`src/ccw_consts.vh`:
```
// constants for the calibration coefficient and measurement setup word bank
`ifndef CCW_CONSTS_VH
`define CCW_CONSTS_VH

// ****************************************************************
// word addresses
// ****************************************************************
`define CCW_ADDR_W 6
`define CCW_ADDR_TEMP_GAIN_COEF_LOW 6'h0b
`define CCW_ADDR_TEMP_CURVATURE_COEF_LOW 6'h0c
`define CCW_ADDR_SENSOR_GAIN_OFFSET_HIGH 6'h0d
`define CCW_ADDR_DRIFT_COEFS_HIGH 6'h0e
`define CCW_ADDR_DRIFT_CURVATURE_HIGH 6'h0f
`define CCW_ADDR_TEMP_OFFSET_SENS_CURV_HIGH 6'h10
`define CCW_ADDR_TEMP_CURV_GAIN_HIGH 6'h11
`define CCW_ADDR_MEASURE_SETUP_WORD_A 6'h12

// ****************************************************************
// reset values
// ****************************************************************
`define CCW_WORD_RESET 16'h0000
`define CCW_SETUP_RESET 16'h0000
`define CCW_READ_UNMAPPED 16'h0000

// ****************************************************************
// field positions
// ****************************************************************
`define CCW_HIGH_BYTE_HI 15
`define CCW_HIGH_BYTE_LO 8
`define CCW_LOW_BYTE_HI 7
`define CCW_LOW_BYTE_LO 0
`define CCW_STAGE1_HI 2
`define CCW_STAGE1_LO 0
`define CCW_STAGE2_HI 5
`define CCW_STAGE2_LO 3
`define CCW_POLARITY_BIT 6
`define CCW_RES_HI 10
`define CCW_RES_LO 7

// ****************************************************************
// gain and resolution encodings
// ****************************************************************
`define CCW_STAGE1_GAIN_0 7'h06
`define CCW_STAGE1_GAIN_1 7'h0c
`define CCW_STAGE1_GAIN_2 7'h14
`define CCW_STAGE1_GAIN_3 7'h1e
`define CCW_STAGE1_GAIN_4 7'h28
`define CCW_STAGE1_GAIN_5 7'h3c
`define CCW_STAGE1_GAIN_6 7'h50
`define CCW_STAGE1_GAIN_7 7'h78
`define CCW_STAGE2_TENTHS_BASE 5'h0b
`define CCW_RES_BITS_BASE 5'h0c
`define CCW_RES_CODE_MAX 4'h6
`define CCW_RES_BITS_RESET 5'h0c

`endif

```
`src/ccw_config_bank.v`:
```
// calibration coefficient words 0x0B to 0x11 (two low, five high) and first measurement setup word
// Behaviour
// - temp gain = word 0x11 bits 15:8 above word 0x0B bits 15:0.
// - temp curvature = word 0x11 bits 7:0 above word 0x0C.
// - word 0x0D: bits 7:0 sensor gain top, 15:8 sensor offset top.
// - word 0x0E: bits 7:0 offset drift top, 15:8 gain drift top.
// - word 0x0F: bits 7:0 gain drift curve, 15:8 offset drift curve.
// - word 0x10: bits 7:0 temp offset top, 15:8 sensor curvature top.
// - high byte carries sign; every joined 24-bit value is signed.
// - setup bits 2:0 pick first amp gain 6,12,20,30,40,60,80,120.
// - setup bits 5:3 pick second amp gain 1.1 to 1.8.
// - setup bit 6 inverts bridge chopper, giving negative gain.
// - setup bits 10:7 pick 12 to 18 bit conversion; 7 up unused.
// - coefficient words 0x0B to 0x11 reset to zero.
`timescale 1ns/10ps
`default_nettype none
`include "ccw_consts.vh"

module ccw_config_bank (
	// clock and reset
	input wire clk,
	input wire rst,
	// word access port
	input wire [5:0] regAddr,
	input wire regWrEn,
	input wire [15:0] regWrData,
	input wire regRdEn,
	output reg [15:0] regRdData,
	output reg regRdHit,
	// low words held in the lower part of the store
	input wire [15:0] sensOffsetLow,
	input wire [15:0] sensGainLow,
	input wire [15:0] gainDriftLow,
	input wire [15:0] offsetDriftLow,
	input wire [15:0] offsetDriftCurvLow,
	input wire [15:0] gainDriftCurvLow,
	input wire [15:0] sensCurvLow,
	input wire [15:0] tempOffsetLow,
	// joined signed coefficients
	output wire signed [23:0] tempGainCoef,
	output wire signed [23:0] tempCurvatureCoef,
	output wire signed [23:0] sensGainCoef,
	output wire signed [23:0] sensOffsetCoef,
	output wire signed [23:0] offsetDriftCoef,
	output wire signed [23:0] gainDriftCoef,
	output wire signed [23:0] gainDriftCurvature,
	output wire signed [23:0] offsetDriftCurvature,
	output wire signed [23:0] tempOffsetCoef,
	output wire signed [23:0] sensorCurvatureCoef,
	output wire [9:0] coefNeg,
	// front amplifier and converter setup
	output reg [15:0] measureSetupWordA,
	output reg [2:0] firstAmpGainSel,
	output reg [6:0] firstAmpGain,
	output reg [2:0] secondAmpGainSel,
	output reg [4:0] secondAmpGainTenths,
	output reg bridgeInvert,
	output reg [3:0] adcResCode,
	output reg [4:0] adcBits,
	output reg adcResInvalid
);

	// ****************************************************************
	// stored words
	// ****************************************************************
	// seven coefficient words and the setup word
	reg [15:0] tempGainLow_q;
	reg [15:0] tempCurvLow_q;
	reg [15:0] sensGainOffsetHigh_q;
	reg [15:0] driftCoefsHigh_q;
	reg [15:0] driftCurvHigh_q;
	reg [15:0] tempOffSensCurvHigh_q;
	reg [15:0] tempCurvGainHigh_q;
	reg [15:0] setupWord_q;

	// a write lands at the taking edge; decoded outputs follow an edge later
	always @(posedge clk or posedge rst) begin
		if (rst) begin
			tempGainLow_q <= `CCW_WORD_RESET;
			tempCurvLow_q <= `CCW_WORD_RESET;
			sensGainOffsetHigh_q <= `CCW_WORD_RESET;
			driftCoefsHigh_q <= `CCW_WORD_RESET;
			driftCurvHigh_q <= `CCW_WORD_RESET;
			tempOffSensCurvHigh_q <= `CCW_WORD_RESET;
			tempCurvGainHigh_q <= `CCW_WORD_RESET;
			setupWord_q <= `CCW_SETUP_RESET;
		end else if (regWrEn) begin
			case (regAddr)
				`CCW_ADDR_TEMP_GAIN_COEF_LOW: begin
					tempGainLow_q <= regWrData;
				end
				`CCW_ADDR_TEMP_CURVATURE_COEF_LOW: begin
					tempCurvLow_q <= regWrData;
				end
				`CCW_ADDR_SENSOR_GAIN_OFFSET_HIGH: begin
					sensGainOffsetHigh_q <= regWrData;
				end
				`CCW_ADDR_DRIFT_COEFS_HIGH: begin
					driftCoefsHigh_q <= regWrData;
				end
				`CCW_ADDR_DRIFT_CURVATURE_HIGH: begin
					driftCurvHigh_q <= regWrData;
				end
				`CCW_ADDR_TEMP_OFFSET_SENS_CURV_HIGH: begin
					tempOffSensCurvHigh_q <= regWrData;
				end
				`CCW_ADDR_TEMP_CURV_GAIN_HIGH: begin
					tempCurvGainHigh_q <= regWrData;
				end
				`CCW_ADDR_MEASURE_SETUP_WORD_A: begin
					setupWord_q <= regWrData;
				end
				default: begin
					// writes to other addresses are dropped
				end
			endcase
		end
	end

	// ****************************************************************
	// read back
	// ****************************************************************
	reg [15:0] rdMux;
	reg rdHitMux;

	// unmapped addresses read as zero and report no hit
	always @* begin
		rdMux = `CCW_READ_UNMAPPED;
		rdHitMux = 1'b1;
		case (regAddr)
			`CCW_ADDR_TEMP_GAIN_COEF_LOW: begin
				rdMux = tempGainLow_q;
			end
			`CCW_ADDR_TEMP_CURVATURE_COEF_LOW: begin
				rdMux = tempCurvLow_q;
			end
			`CCW_ADDR_SENSOR_GAIN_OFFSET_HIGH: begin
				rdMux = sensGainOffsetHigh_q;
			end
			`CCW_ADDR_DRIFT_COEFS_HIGH: begin
				rdMux = driftCoefsHigh_q;
			end
			`CCW_ADDR_DRIFT_CURVATURE_HIGH: begin
				rdMux = driftCurvHigh_q;
			end
			`CCW_ADDR_TEMP_OFFSET_SENS_CURV_HIGH: begin
				rdMux = tempOffSensCurvHigh_q;
			end
			`CCW_ADDR_TEMP_CURV_GAIN_HIGH: begin
				rdMux = tempCurvGainHigh_q;
			end
			`CCW_ADDR_MEASURE_SETUP_WORD_A: begin
				rdMux = setupWord_q;
			end
			default: begin
				rdMux = `CCW_READ_UNMAPPED;
				rdHitMux = 1'b0;
			end
		endcase
	end

	// read data shows the word as it stood before a same-cycle write
	always @(posedge clk or posedge rst) begin
		if (rst) begin
			regRdData <= `CCW_READ_UNMAPPED;
			regRdHit <= 1'b0;
		end else if (regRdEn) begin
			regRdData <= rdMux;
			regRdHit <= rdHitMux;
		end else begin
			regRdHit <= 1'b0;
		end
	end

	// ****************************************************************
	// coefficient assembly
	// ****************************************************************
	// high byte of each pair sits above its low word; bit 23 is the sign
	// low words from the lower store are registered inside the joiner
	wire [15:0] joinLow [0:9];
	wire [7:0] joinHigh [0:9];

	assign joinLow[0] = tempGainLow_q;
	assign joinHigh[0] = tempCurvGainHigh_q[15:8];
	assign joinLow[1] = tempCurvLow_q;
	assign joinHigh[1] = tempCurvGainHigh_q[7:0];
	assign joinLow[2] = sensGainLow;
	assign joinHigh[2] = sensGainOffsetHigh_q[7:0];
	assign joinLow[3] = sensOffsetLow;
	assign joinHigh[3] = sensGainOffsetHigh_q[15:8];
	assign joinLow[4] = offsetDriftLow;
	assign joinHigh[4] = driftCoefsHigh_q[7:0];
	assign joinLow[5] = gainDriftLow;
	assign joinHigh[5] = driftCoefsHigh_q[15:8];
	assign joinLow[6] = gainDriftCurvLow;
	assign joinHigh[6] = driftCurvHigh_q[7:0];
	assign joinLow[7] = offsetDriftCurvLow;
	assign joinHigh[7] = driftCurvHigh_q[15:8];
	assign joinLow[8] = tempOffsetLow;
	assign joinHigh[8] = tempOffSensCurvHigh_q[7:0];
	assign joinLow[9] = sensCurvLow;
	assign joinHigh[9] = tempOffSensCurvHigh_q[15:8];

	wire signed [23:0] joined [0:9];

	// one joiner per coefficient keeps each coefficient on a flop
	genvar gi;
	generate
		for (gi = 0; gi < 10; gi = gi + 1) begin : gJoin
			ccw_coef_join uJoin (
				.clk(clk),
				.rst(rst),
				.lowPart(joinLow[gi]),
				.highByte(joinHigh[gi]),
				.coef(joined[gi]),
				.coefNeg(coefNeg[gi])
			);
		end
	endgenerate

	assign tempGainCoef = joined[0];
	assign tempCurvatureCoef = joined[1];
	assign sensGainCoef = joined[2];
	assign sensOffsetCoef = joined[3];
	assign offsetDriftCoef = joined[4];
	assign gainDriftCoef = joined[5];
	assign gainDriftCurvature = joined[6];
	assign offsetDriftCurvature = joined[7];
	assign tempOffsetCoef = joined[8];
	assign sensorCurvatureCoef = joined[9];

	// ****************************************************************
	// front amplifier decode
	// ****************************************************************
	wire [2:0] stage1Code;
	wire [2:0] stage2Code;
	wire [3:0] resCode;
	reg [6:0] stage1Gain;

	assign stage1Code = setupWord_q[`CCW_STAGE1_HI:`CCW_STAGE1_LO];
	assign stage2Code = setupWord_q[`CCW_STAGE2_HI:`CCW_STAGE2_LO];
	assign resCode = setupWord_q[`CCW_RES_HI:`CCW_RES_LO];

	// first stage gains follow no formula, so they come from a table
	always @* begin
		stage1Gain = `CCW_STAGE1_GAIN_0;
		case (stage1Code)
			3'h0: stage1Gain = `CCW_STAGE1_GAIN_0;
			3'h1: stage1Gain = `CCW_STAGE1_GAIN_1;
			3'h2: stage1Gain = `CCW_STAGE1_GAIN_2;
			3'h3: stage1Gain = `CCW_STAGE1_GAIN_3;
			3'h4: stage1Gain = `CCW_STAGE1_GAIN_4;
			3'h5: stage1Gain = `CCW_STAGE1_GAIN_5;
			3'h6: stage1Gain = `CCW_STAGE1_GAIN_6;
			3'h7: stage1Gain = `CCW_STAGE1_GAIN_7;
			default: stage1Gain = `CCW_STAGE1_GAIN_0;
		endcase
	end

	// ****************************************************************
	// converter resolution
	// ****************************************************************
	// codes above six name no resolution
	wire resValid;

	assign resValid = (resCode <= `CCW_RES_CODE_MAX);

	always @(posedge clk or posedge rst) begin
		if (rst) begin
			// reset leaves the converter at its 12-bit setting
			measureSetupWordA <= `CCW_SETUP_RESET;
			firstAmpGainSel <= 3'h0;
			firstAmpGain <= `CCW_STAGE1_GAIN_0;
			secondAmpGainSel <= 3'h0;
			secondAmpGainTenths <= `CCW_STAGE2_TENTHS_BASE;
			bridgeInvert <= 1'b0;
			adcResCode <= 4'h0;
			adcBits <= `CCW_RES_BITS_RESET;
			adcResInvalid <= 1'b0;
		end else begin
			// decoded outputs are registered so the front end sees clean levels
			measureSetupWordA <= setupWord_q;
			firstAmpGainSel <= stage1Code;
			firstAmpGain <= stage1Gain;
			secondAmpGainSel <= stage2Code;
			// gain in tenths: 1.1 for code 0 up to 1.8 for code 7
			secondAmpGainTenths <= `CCW_STAGE2_TENTHS_BASE
				+ {2'h0, stage2Code};
			bridgeInvert <= setupWord_q[`CCW_POLARITY_BIT];
			adcResInvalid <= ~resValid;
			// an unassigned code leaves the last valid resolution in place
			if (resValid) begin
				adcResCode <= resCode;
				adcBits <= `CCW_RES_BITS_BASE + {1'b0, resCode};
			end else begin
				adcResCode <= adcResCode;
				adcBits <= adcBits;
			end
		end
	end

endmodule // ccw_config_bank

`default_nettype wire

```
`src/ccw_coef_join.v`:
```
// joins a low word and a signed high byte into one 24-bit coefficient
`timescale 1ns/10ps
`default_nettype none

module ccw_coef_join (
	// clock and reset
	input wire clk,
	input wire rst,
	// parts
	input wire [15:0] lowPart,
	input wire [7:0] highByte,
	// joined coefficient
	output reg signed [23:0] coef,
	output reg coefNeg
);

	always @(posedge clk or posedge rst) begin
		if (rst) begin
			coef <= 24'sh000000;
			coefNeg <= 1'b0;
		end else begin
			coef <= $signed({highByte, lowPart});
			// high byte holds the sign of the whole value
			coefNeg <= highByte[7];
		end
	end

endmodule // ccw_coef_join

`default_nettype wire

```
`config.mk`:
```
export PLATFORM = sky130hd
export DESIGN_NAME = ccw_config_bank
export DESIGN_NICKNAME = d
export VERILOG_FILES = /design/src/ccw_config_bank.v /design/src/ccw_coef_join.v
export VERILOG_INCLUDE_DIRS = /design/src
export SDC_FILE = /design/constraint.sdc
export NUM_CORES = 1
export LEC_CHECK = 0
export BUFFER_PORTS_ARGS = -buffer_cell sky130_fd_sc_hd__buf_2
export CAP_MARGIN = 40
export CORE_AREA = 2 2 182 184
export DETAILED_ROUTE_END_ITERATION = 10
export DIE_AREA = 0 0 184 186
export GPL_TIMING_DRIVEN = 0
export PLACE_DENSITY_LB_ADDON = 0.2
export SLEW_MARGIN = 20
export SYNTH_ARGS = -nofsm -noshare
export SYNTH_HDL_FRONTEND = slang
export SYNTH_SLANG_ARGS = --single-unit
```
`constraint.sdc`:
```
create_clock -name clk -period 15.63 [get_ports clk]
set_clock_uncertainty 0.1 [all_clocks]
set_input_delay 1.563 -clock clk [delete_from_list [all_inputs] [get_ports clk]]
set_output_delay 1.563 -clock clk [all_outputs]
set_load 0.02 [all_outputs]
```
### Yosys cells after proc, flatten, opt, wreduce, memory -nomap -nowiden

Memories as Yosys holds them, arrays and structs flattened. A register that Yosys moved wholly into a read port is not among the register bits.
Index checks and enable logic that the tools add are counted.
W data, S select, Z words.

* word-level logic and storage cells: 64
* register bits after elaboration: 440
* memories kept: 1
* input port bits: 154
* output and inout bits: 312
* bits in read-only memories: 48

Memories
* (no name shown): depth 8, bits a word 6, read ports 1, clocked after memory_dff 1, wr ports 0, RTL line ccw_config_bank.v:247 `case (stage1Code)`

* bitwise logic cells: 1
* reductions and logical operators: 9
* order comparisons: 1
* equality and inequality tests: 8
* add/sub/neg operators: 2
* mux-type cells: 3

Operator list (number)
* $pmux W16 S8: 1
* $eq A6 B4 Y1 const B: 5
* $eq A6 B5 Y1 const B: 3
* $reduce_and A2 Y1: 8
* $reduce_or A8 Y1: 1
* $add A4 B3 Y5 const A: 1
* $add A4 B4 Y5 const A: 1
* $le A4 B3 Y1 const B: 1
* $mux W1: 2
* $not A1 Y1: 1

### Logic depth before layout (Yosys ltp)

* word-level depth: 4
* mapped depth: 7
* mapped depth without buffers: 6

### By module

A second synthesis with hierarchy kept.

* cells, all modules: 839
* area total of the unflattened synthesis: 13850.8 um2

By module, submodules not included
* ccw_config_bank: area an instance 7732.4 um2, times used 1, sequential area each 4513.1 um2, cells an instance 579
* ccw_coef_join: area an instance 611.8 um2, times used 10, sequential area each 600.6 um2, cells an instance 26

### Least setup slack after synthesis

OpenSTA, ideal clock, no wires.

* path kind: in2reg
* start: input regAddr[3]
* end: register tempCurvGainHigh_q[0]
* stages on the path: 6
* setup time: 125 ps
* buffers on the path: 2
* data arrival time: 2809 ps
* data required time: 15405 ps
* path slack: 12596 ps
* cells stage by stage: nand2b_1 nor3_4 and4b_1 buf_4 buf_8 mux2_4

* cells in the longest elaborated chain, start to end: 2

RTL lines
* from (decl): RTL line ccw_config_bank.v:24 `input wire [5:0] regAddr,`
* $eq A6 B5 Y1: RTL line ccw_config_bank.v:88 `case (regAddr)`
* $reduce_and A2 Y1 (no source line)
* to (signal assigned): RTL line ccw_config_bank.v:85 `` tempCurvGainHigh_q <= `CCW_WORD_RESET; ``
* to (signal assigned): RTL line ccw_config_bank.v:108 `tempCurvGainHigh_q <= regWrData;`
* to (decl): RTL line ccw_config_bank.v:73 `reg [15:0] tempCurvGainHigh_q;`

Every way passes these cells.
A chain may end at the register's enable or synchronous reset.

### Worst setup path after layout

* start: input regAddr[1]
* end: register regRdData[10]

* cells in the longest elaborated chain, start to end: 2
* elaborated cells between the ends (all ways): 9
* classes of those cells: 8 x eq/ne; 1 x mux

RTL lines
* $eq A6 B5 Y1 or $eq A6 B4 Y1 (tied branches): RTL line ccw_config_bank.v:130 `case (regAddr)`
* $pmux W16 S8 (*): RTL line ccw_config_bank.v:130
* to (signal assigned): RTL line ccw_config_bank.v:165 `` regRdData <= `CCW_READ_UNMAPPED; ``
* to (signal assigned): RTL line ccw_config_bank.v:168 `regRdData <= rdMux;`
* to (decl): RTL line ccw_config_bank.v:28 `output reg [15:0] regRdData,`

Every way passes the cells marked *; elsewhere a longest branch is shown, timed or not.

==> run metrics <==
outcome completed; clk slew on worst S/H paths 60 ps; grt ovf 0; first-pass GRT wire length 56.5 mm; crit-path max FO 10; commonest cells in the netlist 413 x dfrtp_1, 89 x mux2_2, 35 x buf_4, 30 x a21oi_1, 30 x mux2_4; Hold WC Path Type reg2reg; main combinational cell family by area after synthesis multiplexers; I/O pin count 466; Design Power 2.66 mW; RSZ-0062 raised after global routing false; mux cell area share after synthesis 15.0%; Worst-Margin Slew 835 ps; remaining antenna violation count 0; row cnt 66; Yosys top cell by area dfrtp_1; Placer Congestion around 0.77; period utilization between 20 and 25%; top cell type's share of synthesized area 73.1%; Slowest-stage cell, CP clkbuf_1; # DRC 0; H-tree levels 2; EDFF count, synth 0; Cell Area, Synth 14,100 µm²; CP Data Required Time 15,940 ps; drt first pass iters 4; Synth Area in Adders 0.619%; synth unique cells 38; CP delay by family, top buffers and inverters; cts hold-fix bufs 0; FMAX about 0.32 GHz; compound-gate portion of the synthesized area 3.14%; Starting DRT DRC Count 422; syn avg cell area roughly 17 µm²; Setup TNS Final 0 ps; clk_lat worst skew 540 ps; DR vias/cell approximately 5; crit path DAT 3490 ps; Final nets between 1,000 and 1,500; max_slew headroom between 40 and 50%; static leakage 9.66 nW; Max stage delay on crit path 560 ps; die height 186 µm; cell mode on critical path buf_2; Final Hold Fails 0; XOR/XNOR Fraction of Synth Area 0%; routed wire length ~40 mm; CTS tree yes; Die X 184 µm; Setup Viol. Count Final 0; Gate Count Post-Synth 817; total of max-cap violations 0; post-DP HPWL 27.5 mm; final critical-path required period 3170 ps; gr usage total 22.9%; vias in the first global route just under 9,000; setup slack, reg-to-reg roughly 14,000 ps; synthesized net count around 980; layout cell share with drive strength beyond 1 53.8%; cell with the most instances after synthesis dfrtp_1; core footprint 32,200 µm²; Sink Count 420; critical path type in2reg; Area growth syn-to-layout 31.2%; cell chain of the critical path buf_2 > buf_2 > buf_2 > clkbuf_1 > nand3b_1 > o21ai_0 > a221oi_1 > a21oi_1; setup bufs post-CTS 0; Clock Tree Buf Depth 3; Worst Setup Start Kind input port; Crit. End Element register; worst hold margin 278 ps; Synth Register Bits 420; cell area after layout around 19,000 µm²; max-slew violations 0; top_reg_cell synth dfrtp_1; largest net degree at the start of global routing 109; vias 8,644; Synth Area in Simple Gates about 3.2%; Post-CTS Resized 0; Buf/Inv on CP 4; DIE AREA 34,200 µm²; number of CTS-inserted buffers 44; P per Cell Area ~140 nW/µm²; yosys synthesis warning count 0; dpl cell area 17,100 µm²; Buffers on Ports 464; Root Buffer clkbuf_16; Post-synth ARST share 100%; initial antenna violation count 12; post-synthesis sequential area ratio 74.4%; Starting Density 43.9%; Max rail drop VDD 0.0832 mV; Avg WL per Cell 22.1 µm; Synth area leaders dfrtp_1 73%, mux2_2 7.1%, mux2_4 3.2%
==> registers in the layout, indices dropped and copies added, names as in the netlist <==
name and flops:
driftCoefsHigh_q 16, adcResCode 4, measureSetupWordA 12, secondAmpGainTenths 5, adcBits 3, sensGainOffsetHigh_q 16
tempOffSensCurvHigh_q 16, driftCurvHigh_q 16, tempGainLow_q 16, adcResInvalid 1, firstAmpGainSel 2, setupWord_q 16
regRdHit 1, secondAmpGainSel 2, tempCurvLow_q 16, regRdData 16, firstAmpGain 6, gJoin.uJoin.coef 240
tempCurvGainHigh_q 16
==> cell usage in the layout (no fill, tap or decap), drive strengths merged, types with 13 or more instances in the layout <==
cell type / n
a21oi: 30
a221oi: 13
buf: 522
clkbuf: 78
dfrtp: 413
inv: 16
mux2: 130
mux2i: 18
mux4: 16
nand2: 23
nand3b: 16
nor2b: 15
o21ai: 23
==> per-stage QoR <==
| step | setup WS, ps | instances | utilization (%) |
|---|---|---|---|
| finish | 12460 | 1777 | 57.6 |
| global route | 12340 | 1775 | 57.6 |
| CTS | 12490 | 1773 | 57.6 |
| detailed placement | 11950 | 1693 | 53.1 |
| global placement | -1870 | 1689 | 52.7 |
| floorplan | 2290 | 817 | - |
==> power by group <==
group | total (mW) | internal, mW | leakage, nW | switching (mW)
Combinational | 0.355 | 0.142 | 3.59 | 0.213
Sequential | 1.27 | 1.20 | 5.36 | 0.0620
Clock | 1.04 | 0.631 | 0.709 | 0.410
Total | 2.66 | 1.98 | 9.66 | 0.686
==> cells by family after synthesis <==
kind of cell	Yosys count
flops	420
fa+ha+maj	7
mux	164
compound gates	74
buf+inv	78
other cells	1
simple gates	73
==> path summary, 6_finish.rpt <==
| kind | from | to | depth (start not counted) |
|---|---|---|---|
| min | setupWord_q[2] | measureSetupWordA[2] | 0 |
| min reg2reg | setupWord_q[2] | measureSetupWordA[2] | 0 |
| max in group asynchronous | rst | firstAmpGain[2] | 4 |
| max reg2reg | setupWord_q[10] | adcResCode[2] | 6 |
| max | regAddr[1] | regRdData[10] | 8 |
| min in group asynchronous | rst | gJoin[4].uJoin.coef[10] | 2 |
==> area by class of cell <==
type                            count  area, µm²
Antenna cell                        4       10.0
Buffer                             64        464
Clock buffer                       68       1280
Clock inverter                     12        174
Fill cell                        2612      13600
Inverter                           14       60.1
Multi-Input combinational cell    319       3110
Sequential cell                   420      10500
Tap cell                          408        510
Timing Repair Buffer              468       2430
==> metal layers <==
| layer | track usage, % | vias up | wire [µm] |
|---|---|---|---|
| li1 | - | 3832 | - |
| met1 | 29.4 | 4395 | 16000 |
| met2 | 37.7 | 339 | 19000 |
| met3 | 6.57 | 72 | 3180 |
| met4 | 7.30 | 6 | 1000 |
| met5 | 0 | - | 31 |
No activity file was read; power rests on OpenSTA's default activity.
